<file path="config.mk">
export PLATFORM = sky130hd
export DESIGN_NAME = exec_unit
export DESIGN_NICKNAME = d
export VERILOG_FILES = /design/src/rotate_unit.v /design/src/bit_ops.v /design/src/exec_unit.v
export VERILOG_INCLUDE_DIRS = /design/src
export SDC_FILE = /design/constraint.sdc
export NUM_CORES = 1
export LEC_CHECK = 0
export BUFFER_PORTS_ARGS = -buffer_cell sky130_fd_sc_hd__buf_2
export CORE_ASPECT_RATIO = 1.75
export CORE_UTILIZATION = 54
export DETAILED_ROUTE_END_ITERATION = 10
export GPL_TIMING_DRIVEN = 0
export PLACE_DENSITY = 0.88
export SLEW_MARGIN = 40
export SYNTH_ARGS = -nofsm -noshare
export SYNTH_HDL_FRONTEND = slang
export SYNTH_HIERARCHICAL = 1
export SYNTH_SLANG_ARGS = --single-unit
</file>
<file path="constraint.sdc">
create_clock -name clk_sys_i -period 3.9 [get_ports clk_sys_i]
set_clock_uncertainty 0.1 [all_clocks]
set_input_delay 0.78 -clock clk_sys_i [delete_from_list [all_inputs] [get_ports clk_sys_i]]
set_output_delay 0.78 -clock clk_sys_i [all_outputs]
set_load 0.005 [all_outputs]
</file>
<file path="src/exec_consts.vh">
// Constants for the bit, stack, I/O and atomic instruction execution unit.
`ifndef EXEC_CONSTS_VH
`define EXEC_CONSTS_VH

// Operation codes presented on op_i.
`define OP_NOP        5'h00
`define OP_PMEM_STORE 5'h01
`define OP_IO_IN      5'h02
`define OP_IO_OUT     5'h03
`define OP_PUSH       5'h04
`define OP_POP        5'h05
`define OP_XCH        5'h06
`define OP_LD_SET     5'h07
`define OP_LD_CLEAR   5'h08
`define OP_LD_TOGGLE  5'h09
`define OP_ROT_LEFT   5'h0a
`define OP_ROT_RIGHT  5'h0b
`define OP_IO_BSET    5'h0c
`define OP_IO_BCLR    5'h0d
`define OP_BIT_TO_T   5'h0e
`define OP_T_TO_BIT   5'h0f
`define OP_FLAG_SET   5'h10
`define OP_FLAG_CLEAR 5'h11
`define OP_WDOG_KICK  5'h12
`define OP_SLEEP      5'h13
`define OP_BREAK      5'h14

// Status register bit positions.
`define SR_C 0
`define SR_Z 1
`define SR_N 2
`define SR_V 3
`define SR_S 4
`define SR_H 5
`define SR_T 6
`define SR_I 7

// Reset values, step sizes and the SRAM extra-clock switch.
`define STATUS_REGISTER_RESET   8'h00
`define ZPTR_STEP    24'h000002
`define SRAM_EXTRA   1

`endif

</file>
<file path="src/rotate_unit.v">
// Rotate-through-carry unit with status flag results.
`timescale 1ns/1ps
`include "exec_consts.vh"
module rotate_unit (
  // Operands
  input  wire [7:0] val_i,
  input  wire       carry_i,
  input  wire       half_i,
  input  wire       left_i,
  // Results
  output reg  [7:0] res_o,
  output reg  [7:0] flag_mask_o,
  output reg  [7:0] flag_val_o
);
  reg c;
  reg n;
  reg v;

  // Rotation and flag computation for either direction.
  always @* begin
    if (left_i) begin
      res_o = {val_i[6:0], carry_i};
      c     = val_i[7];
    end else begin
      res_o = {carry_i, val_i[7:1]};
      c     = val_i[0];
    end
    n = res_o[7];
    v = n ^ c;
    flag_val_o        = 8'h00;
    flag_val_o[`SR_C] = c;
    flag_val_o[`SR_Z] = (res_o == 8'h00);
    flag_val_o[`SR_N] = n;
    flag_val_o[`SR_V] = v;
    flag_val_o[`SR_S] = n ^ v;
    flag_val_o[`SR_H] = left_i ? val_i[3] : half_i;
    flag_mask_o       = 8'h00;
    flag_mask_o[`SR_C] = 1'b1;
    flag_mask_o[`SR_Z] = 1'b1;
    flag_mask_o[`SR_N] = 1'b1;
    flag_mask_o[`SR_V] = 1'b1;
    flag_mask_o[`SR_S] = 1'b1;
    flag_mask_o[`SR_H] = left_i;
  end
endmodule

</file>
<file path="src/bit_ops.v">
// Single-bit helpers: bit select, bit set, bit clear and bit insert.
`timescale 1ns/1ps
module bit_ops (
  // Operands
  input  wire [7:0] val_i,
  input  wire [2:0] sel_i,
  input  wire       bit_i,
  // Results
  output wire       picked_o,
  output wire [7:0] inserted_o
);
  genvar g;

  // Each lane takes the new bit when selected, else keeps its value.
  generate
    for (g = 0; g < 8; g = g + 1) begin : lane
      assign inserted_o[g] = (sel_i == g) ? bit_i : val_i[g];
    end
  endgenerate

  assign picked_o = val_i[sel_i];
endmodule

</file>
<file path="src/exec_unit.v">
// Execution unit for I/O, stack, atomic memory, bit and flag instructions.
`timescale 1ns/1ps
`include "exec_consts.vh"

// Notes on behaviour
// - Program store writes r1:r0 at extended Z, then Z grows by two.
// - Port output copies one byte in one clock, port input in two clocks, no flags.
// - Stack push stores a register in one clock, flags untouched.
// - Stack pop loads a register in two clocks, flags untouched.
// - Exchange swaps register and byte at Z in two clocks.
// - Load-and-set returns old byte, writes register OR byte.
// - Load-and-clear returns old byte, writes byte AND inverted register.
// - Load-and-toggle returns old byte, writes register XOR byte.
// - Rotate left through carry, one clock, updates Z C N V S H.
// - Rotate right through carry, one clock, updates Z C N V S only.
// - I/O bit set forces one bit high in two clocks.
// - I/O bit clear forces one bit low in two clocks.
// - Bit store copies a register bit into T in one clock.
// - Bit load copies T into a register bit in one clock.
// - Flag set or clear changes only that flag in one clock.
// - Half-carry clear zeroes H only, in one clock.
// - Watchdog kick, sleep, break and no-op take one clock, no flags.
// - Cycle counts hold for internal memory only.
// - Footnoted accesses to internal SRAM add one extra clock.
module exec_unit #(
  parameter SRAM_EXTRA = `SRAM_EXTRA
) (
  // Clock and reset
  input  wire        clk_sys_i,
  input  wire        sys_rst_i,
  // Instruction request
  input  wire        start_i,
  input  wire [4:0]  op_i,
  input  wire [7:0]  rd_val_i,
  input  wire [7:0]  r0_val_i,
  input  wire [7:0]  r1_val_i,
  input  wire [2:0]  bit_sel_i,
  input  wire [5:0]  io_addr_i,
  input  wire        sram_i,
  // Pointers
  input  wire [15:0] z_ptr_i,
  input  wire [7:0]  z_ext_i,
  input  wire [15:0] sp_i,
  // Memory and I/O read data
  input  wire [7:0]  dmem_rdata_i,
  input  wire [7:0]  io_rdata_i,
  // Status and results
  output reg         busy_o,
  output reg         done_o,
  output reg  [7:0]  status_register_o,
  output reg         rd_we_o,
  output reg  [7:0]  rd_wdata_o,
  output reg         z_we_o,
  output reg  [23:0] z_wdata_o,
  output reg         sp_we_o,
  output reg  [15:0] sp_wdata_o,
  // Data memory
  output reg         dmem_re_o,
  output reg         dmem_we_o,
  output reg  [15:0] dmem_addr_o,
  output reg  [7:0]  dmem_wdata_o,
  output reg         dmem_lock_o,
  // Program memory
  output reg         pmem_we_o,
  output reg  [23:0] pmem_addr_o,
  output reg  [15:0] pmem_wdata_o,
  // I/O space
  output reg         io_re_o,
  output reg         io_we_o,
  output reg  [5:0]  io_addr_o,
  output reg  [7:0]  io_wdata_o,
  // Control events
  output reg         wdog_kick_o,
  output reg         sleep_o,
  output reg         break_o
);
  // One-hot states.
  localparam [3:0] ST_IDLE  = 4'b0001;
  localparam [3:0] ST_READ  = 4'b0010;
  localparam [3:0] ST_WRITE = 4'b0100;
  localparam [3:0] ST_EXTRA = 4'b1000;

  reg [3:0]  state;
  reg [4:0]  op_hold;
  reg [7:0]  rd_hold;
  reg [2:0]  bit_hold;
  reg [5:0]  io_hold;
  reg        extra;
  reg [7:0]  next_wb;

  wire [7:0] rot_res;
  wire [7:0] rot_mask;
  wire [7:0] rot_val;
  wire       rd_bit;
  wire [7:0] rd_ins;
  wire [7:0] io_ins;
  wire [7:0] t_ins;
  wire [2:0] sel_mux;

  // Atomic opcode decode used by the idle-state dispatch.
  function is_atomic;
    input [4:0] op;
    begin
      is_atomic = (op == `OP_XCH) || (op == `OP_LD_SET) ||
                  (op == `OP_LD_CLEAR) || (op == `OP_LD_TOGGLE);
    end
  endfunction

  // Write-back value of an atomic operation from old register and byte.
  always @* begin
    case (op_hold)
      `OP_LD_SET:    next_wb = rd_hold | dmem_rdata_i;
      `OP_LD_CLEAR:  next_wb = (8'hff - rd_hold) & dmem_rdata_i;
      `OP_LD_TOGGLE: next_wb = rd_hold ^ dmem_rdata_i;
      default:       next_wb = rd_hold;
    endcase
  end

  rotate_unit u_rot (
    .val_i       (rd_val_i),
    .carry_i     (status_register_o[`SR_C]),
    .half_i      (status_register_o[`SR_H]),
    .left_i      (op_i == `OP_ROT_LEFT),
    .res_o       (rot_res),
    .flag_mask_o (rot_mask),
    .flag_val_o  (rot_val)
  );

  // Register bit insertion of T, and bit pick for the T store.
  bit_ops u_rdbits (
    .val_i      (rd_val_i),
    .sel_i      (bit_sel_i),
    .bit_i      (status_register_o[`SR_T]),
    .picked_o   (rd_bit),
    .inserted_o (t_ins)
  );

  assign rd_ins = t_ins;

  // I/O bit insertion for set and clear, held operands in the write state.
  bit_ops u_iobits (
    .val_i      (io_rdata_i),
    .sel_i      (sel_mux),
    .bit_i      (op_hold == `OP_IO_BSET),
    .picked_o   (),
    .inserted_o (io_ins)
  );

  assign sel_mux = bit_hold;

  // Main sequencer: one process for all registered outputs.
  always @(posedge clk_sys_i) begin
    if (sys_rst_i) begin
      state             <= ST_IDLE;
      op_hold           <= `OP_NOP;
      rd_hold           <= 8'h00;
      bit_hold          <= 3'h0;
      io_hold           <= 6'h00;
      extra             <= 1'b0;
      busy_o            <= 1'b0;
      done_o            <= 1'b0;
      status_register_o <= `STATUS_REGISTER_RESET;
      rd_we_o           <= 1'b0;
      rd_wdata_o        <= 8'h00;
      z_we_o            <= 1'b0;
      z_wdata_o         <= 24'h000000;
      sp_we_o           <= 1'b0;
      sp_wdata_o        <= 16'h0000;
      dmem_re_o         <= 1'b0;
      dmem_we_o         <= 1'b0;
      dmem_addr_o       <= 16'h0000;
      dmem_wdata_o      <= 8'h00;
      dmem_lock_o       <= 1'b0;
      pmem_we_o         <= 1'b0;
      pmem_addr_o       <= 24'h000000;
      pmem_wdata_o      <= 16'h0000;
      io_re_o           <= 1'b0;
      io_we_o           <= 1'b0;
      io_addr_o         <= 6'h00;
      io_wdata_o        <= 8'h00;
      wdog_kick_o       <= 1'b0;
      sleep_o           <= 1'b0;
      break_o           <= 1'b0;
    end else begin
      // Strobes last one cycle by default; the memory lock drops too.
      done_o      <= 1'b0;
      dmem_lock_o <= 1'b0;
      rd_we_o     <= 1'b0;
      z_we_o      <= 1'b0;
      sp_we_o     <= 1'b0;
      dmem_re_o   <= 1'b0;
      dmem_we_o   <= 1'b0;
      pmem_we_o   <= 1'b0;
      io_re_o     <= 1'b0;
      io_we_o     <= 1'b0;
      wdog_kick_o <= 1'b0;
      sleep_o     <= 1'b0;
      break_o     <= 1'b0;
      case (state)
        ST_IDLE: begin
          if (start_i) begin
            op_hold  <= op_i;
            rd_hold  <= rd_val_i;
            bit_hold <= bit_sel_i;
            io_hold  <= io_addr_i;
            extra    <= sram_i && (SRAM_EXTRA != 0);
            case (op_i)
              `OP_PMEM_STORE: begin
                pmem_we_o    <= 1'b1;
                pmem_addr_o  <= {z_ext_i, z_ptr_i};
                pmem_wdata_o <= {r1_val_i, r0_val_i};
                z_we_o       <= 1'b1;
                z_wdata_o    <= {z_ext_i, z_ptr_i} + `ZPTR_STEP;
                done_o       <= 1'b1;
              end
              `OP_IO_IN: begin
                io_re_o   <= 1'b1;
                io_addr_o <= io_addr_i;
                busy_o    <= 1'b1;
                state     <= ST_WRITE;
              end
              `OP_IO_OUT: begin
                io_we_o    <= 1'b1;
                io_addr_o  <= io_addr_i;
                io_wdata_o <= rd_val_i;
                done_o     <= 1'b1;
              end
              `OP_PUSH: begin
                dmem_we_o    <= 1'b1;
                dmem_addr_o  <= sp_i;
                dmem_wdata_o <= rd_val_i;
                sp_we_o      <= 1'b1;
                sp_wdata_o   <= sp_i - 16'h0001;
                done_o       <= 1'b1;
              end
              `OP_POP: begin
                dmem_re_o   <= 1'b1;
                dmem_addr_o <= sp_i + 16'h0001;
                sp_we_o     <= 1'b1;
                sp_wdata_o  <= sp_i + 16'h0001;
                busy_o      <= 1'b1;
                state       <= ST_WRITE;
              end
              `OP_IO_BSET, `OP_IO_BCLR: begin
                io_re_o   <= 1'b1;
                io_addr_o <= io_addr_i;
                busy_o    <= 1'b1;
                state     <= ST_WRITE;
              end
              `OP_ROT_LEFT, `OP_ROT_RIGHT: begin
                rd_we_o           <= 1'b1;
                rd_wdata_o        <= rot_res;
                status_register_o <= (status_register_o & ~rot_mask) |
                                     (rot_val & rot_mask);
                done_o            <= 1'b1;
              end
              `OP_BIT_TO_T: begin
                status_register_o[`SR_T] <= rd_bit;
                done_o                   <= 1'b1;
              end
              `OP_T_TO_BIT: begin
                rd_we_o    <= 1'b1;
                rd_wdata_o <= rd_ins;
                done_o     <= 1'b1;
              end
              `OP_FLAG_SET: begin
                status_register_o[bit_sel_i] <= 1'b1;
                done_o                       <= 1'b1;
              end
              `OP_FLAG_CLEAR: begin
                status_register_o[bit_sel_i] <= 1'b0;
                done_o                       <= 1'b1;
              end
              `OP_WDOG_KICK: begin
                wdog_kick_o <= 1'b1;
                done_o      <= 1'b1;
              end
              `OP_SLEEP: begin
                sleep_o <= 1'b1;
                done_o  <= 1'b1;
              end
              `OP_BREAK: begin
                break_o <= 1'b1;
                done_o  <= 1'b1;
              end
              default: begin
                if (is_atomic(op_i)) begin
                  dmem_re_o   <= 1'b1;
                  dmem_addr_o <= z_ptr_i;
                  dmem_lock_o <= 1'b1;
                  busy_o      <= 1'b1;
                  state       <= ST_READ;
                end else begin
                  done_o <= 1'b1;
                end
              end
            endcase
          end
        end
        ST_READ: begin
          // Old byte is on the read bus: return it, write back and finish.
          rd_we_o      <= 1'b1;
          rd_wdata_o   <= dmem_rdata_i;
          dmem_we_o    <= 1'b1;
          dmem_wdata_o <= next_wb;
          dmem_lock_o  <= 1'b1;
          busy_o       <= 1'b0;
          done_o       <= 1'b1;
          state        <= ST_IDLE;
        end
        ST_WRITE: begin
          dmem_lock_o <= 1'b0;
          if (op_hold == `OP_IO_IN) begin
            rd_we_o    <= 1'b1;
            rd_wdata_o <= io_rdata_i;
          end else if (op_hold == `OP_POP) begin
            rd_we_o    <= 1'b1;
            rd_wdata_o <= dmem_rdata_i;
          end else if ((op_hold == `OP_IO_BSET) ||
                       (op_hold == `OP_IO_BCLR)) begin
            io_we_o    <= 1'b1;
            io_addr_o  <= io_hold;
            io_wdata_o <= io_ins;
          end
          if (extra && (op_hold == `OP_POP)) begin
            state <= ST_EXTRA;
          end else begin
            busy_o <= 1'b0;
            done_o <= 1'b1;
            state  <= ST_IDLE;
          end
        end
        ST_EXTRA: begin
          busy_o <= 1'b0;
          done_o <= 1'b1;
          state  <= ST_IDLE;
        end
        default: begin
          busy_o <= 1'b0;
          state  <= ST_IDLE;
        end
      endcase
    end
  end
endmodule

</file>
==> results.json <==
{
  "status": "completed",
  "globalRouteOverflowTotal": 0,
  "period_share_pct": 85.75,
  "antenna_found_initial": 1,
  "min_from": "pmem_wdata_o[14]$_SDFFE_PP0P_",
  "route.detailed.drc": 0,
  "cts_tree": "done",
  "gp_congestion": 0.9547,
  "grt_pass1_vias": 9644,
  "r2r_cells": 9,
  "syn_to_final_growth_pct": 21.56,
  "crit_path_end": "rd_wdata_o[2]$_SDFFE_PP0P_",
  "start_util_pct": 55.00,
  "drv_slew": 0,
  "setup_ws_ns": 0.5559,
  "clock_latency_ns": 0.44,
  "cts_hold_buf": 0,
  "dieArea_um2": 18340,
  "leakagePower_uw": 0.004799,
  "cts_buffers": 17,
  "drt_iter0_drc": 625,
  "grt_max_degree": 18,
  "core_area_um2": 17460,
  "drt_first_pass_iters": 7,
  "grt_use_met3_pct": 6.701,
  "grt_pass1_wl_mm": 48.42,
  "setup_viol": 0,
  "die_x_um": 102.8,
  "vias": 10060,
  "pwr_density_cell_nw_per_um2": 346.5,
  "fmax_mhz": 299.0,
  "clk_pin_slew_ns": 0.08,
  "vias_per_cell": 5.990,
  "antenna_left": 0,
  "end_kind": "flip-flop",
  "cp_max_fo": 10,
  "rsz0062_at_grt": "false",
  "hold_class": "flip-flop to flip-flop",
  "io_buffers": 233,
  "grt_usage_pct": 34.95,
  "cp-startpoint": "op_i[1]",
  "dpl.hpwl_mm": 24.98,
  "dp_slack_ns": 0.1472,
  "r2r-start": "state[0]$_SDFFE_PP1P_",
  "drt_wl_total_mm": 32.41,
  "num_rows": 64,
  "hold_viol_final": 0,
  "seq_area_um2": 3463,
  "arrival_ns": 3.55,
  "fill_cells": 1524,
  "syn-mean-instance-area_um2": 8.178,
  "synthCells": 1174,
  "power.total_uw": 4043,
  "cts-resized-gates": 0,
  "final_cell_mix": "buf_2, nand2_1, dfxtp_1",
  "period_needed_ns": 3.344,
  "use_met2_pct": 63.50,
  "cts_max_level": 4,
  "r2r-end": "pmem_addr_o[18]$_SDFFE_PP0P_",
  "layout_commonest_cell": "buf_2",
  "clk_path_buf_depth": 2,
  "crit_type": "input port to flip-flop",
  "post_cts_buffers": 0,
  "wl_per_cell_um": 19.30,
  "synth.yosys.warnings": 6,
  "required_ns": 4.10,
  "max-cap-violations": 0,
  "ir_worst_vdd_mv": 0.2667,
  "met1_usage_pct": 32.97,
  "nets": 1550,
  "slew-limit-headroom_pct": 47.04,
  "final_layout_size_suffix_gt1_share_pct": 24.97,
  "startpoint_type": "input port",
  "die_h_um": 178.4,
  "top_usage_layer": "met2",
  "reg2reg_slack_ns": 1.24,
  "ioPinCount": 246,
  "multi_input_comb_area_um2": 5540,
  "cts_root_buf": "clkbuf_16",
  "worstMarginPinSlew_ns": 0.7878,
  "tns_ns": 0,
  "cts_sinks": 173,
  "syn-cell-area_um2": 9600
}
per-layer routing:
metal	share of wire (%)	up-vias
met2	52	512
met3	6.8	166
li1	-	4683
met1	34	4696
met5	0	-
met4	8.1	0
worst min path at each step:
stage               cells past startpoint  slack [ns]                       endpoint
floorplan                               2        0.34       bit_hold[1]$_SDFFE_PP0P_
global placement                        2        0.34   pmem_addr_o[13]$_SDFFE_PP0P_
detailed placement                      2        0.34  pmem_wdata_o[14]$_SDFFE_PP0P_
CTS                                     2        0.35  pmem_wdata_o[14]$_SDFFE_PP0P_
global route                            2        0.38  pmem_wdata_o[13]$_SDFFE_PP0P_
finish                                  2        0.35  pmem_wdata_o[14]$_SDFFE_PP0P_
per-stage QoR:
step	hold slack, ns	cells	util [%]	cell area, µm²
floorplan	0.3351	1181	-	9627
global placement	0.3386	1645	63.48	11080
detailed placement	0.3448	1645	63.58	11100
CTS	0.3548	1677	66.76	11650
global route	0.3761	1678	66.84	11670
finish	0.3515	1679	66.85	11670
power breakdown:
part | internal, µW | total (µW) | switching (µW)
registers | 1810 | 1840 | 27.5
logic | 209 | 555 | 346
clock network | 840 | 1650 | 809
total | 2860 | 4040 | 1180
state kept, by name, summed over array words and instances (netlist names), 8 cells and up, named ones only:
name,flops
dmem_addr_o,16
dmem_wdata_o,8
sp_wdata_o,16
rd_wdata_o,8
rd_hold,8
pmem_wdata_o,16
z_wdata_o,24
pmem_addr_o,23
io_wdata_o,8
worst max-delay path, cell delays in order:
cell and delay [ns]:
buf_2 0.17, clkbuf_1 0.43, nor2b_1 0.38, nand2_1 0.09, nor2_1 0.40, buf_4 0.27, mux2_2 0.35, mux2i_1 0.21
a2bb2oi_1 0.33, a311oi_1 0.14
final cells by class:
cell class,instances,area share (%)
diodes,2,0.04289
clock inverters,15,1.115
clock buffers,17,3.645
repair buffers,233,9.993
plain buffers,111,4.642
inverters,29,0.9328
flip-flops and latches,173,29.68
well taps,231,2.477
multi-input cells,868,47.48
(Power assumes the default switching activity.)
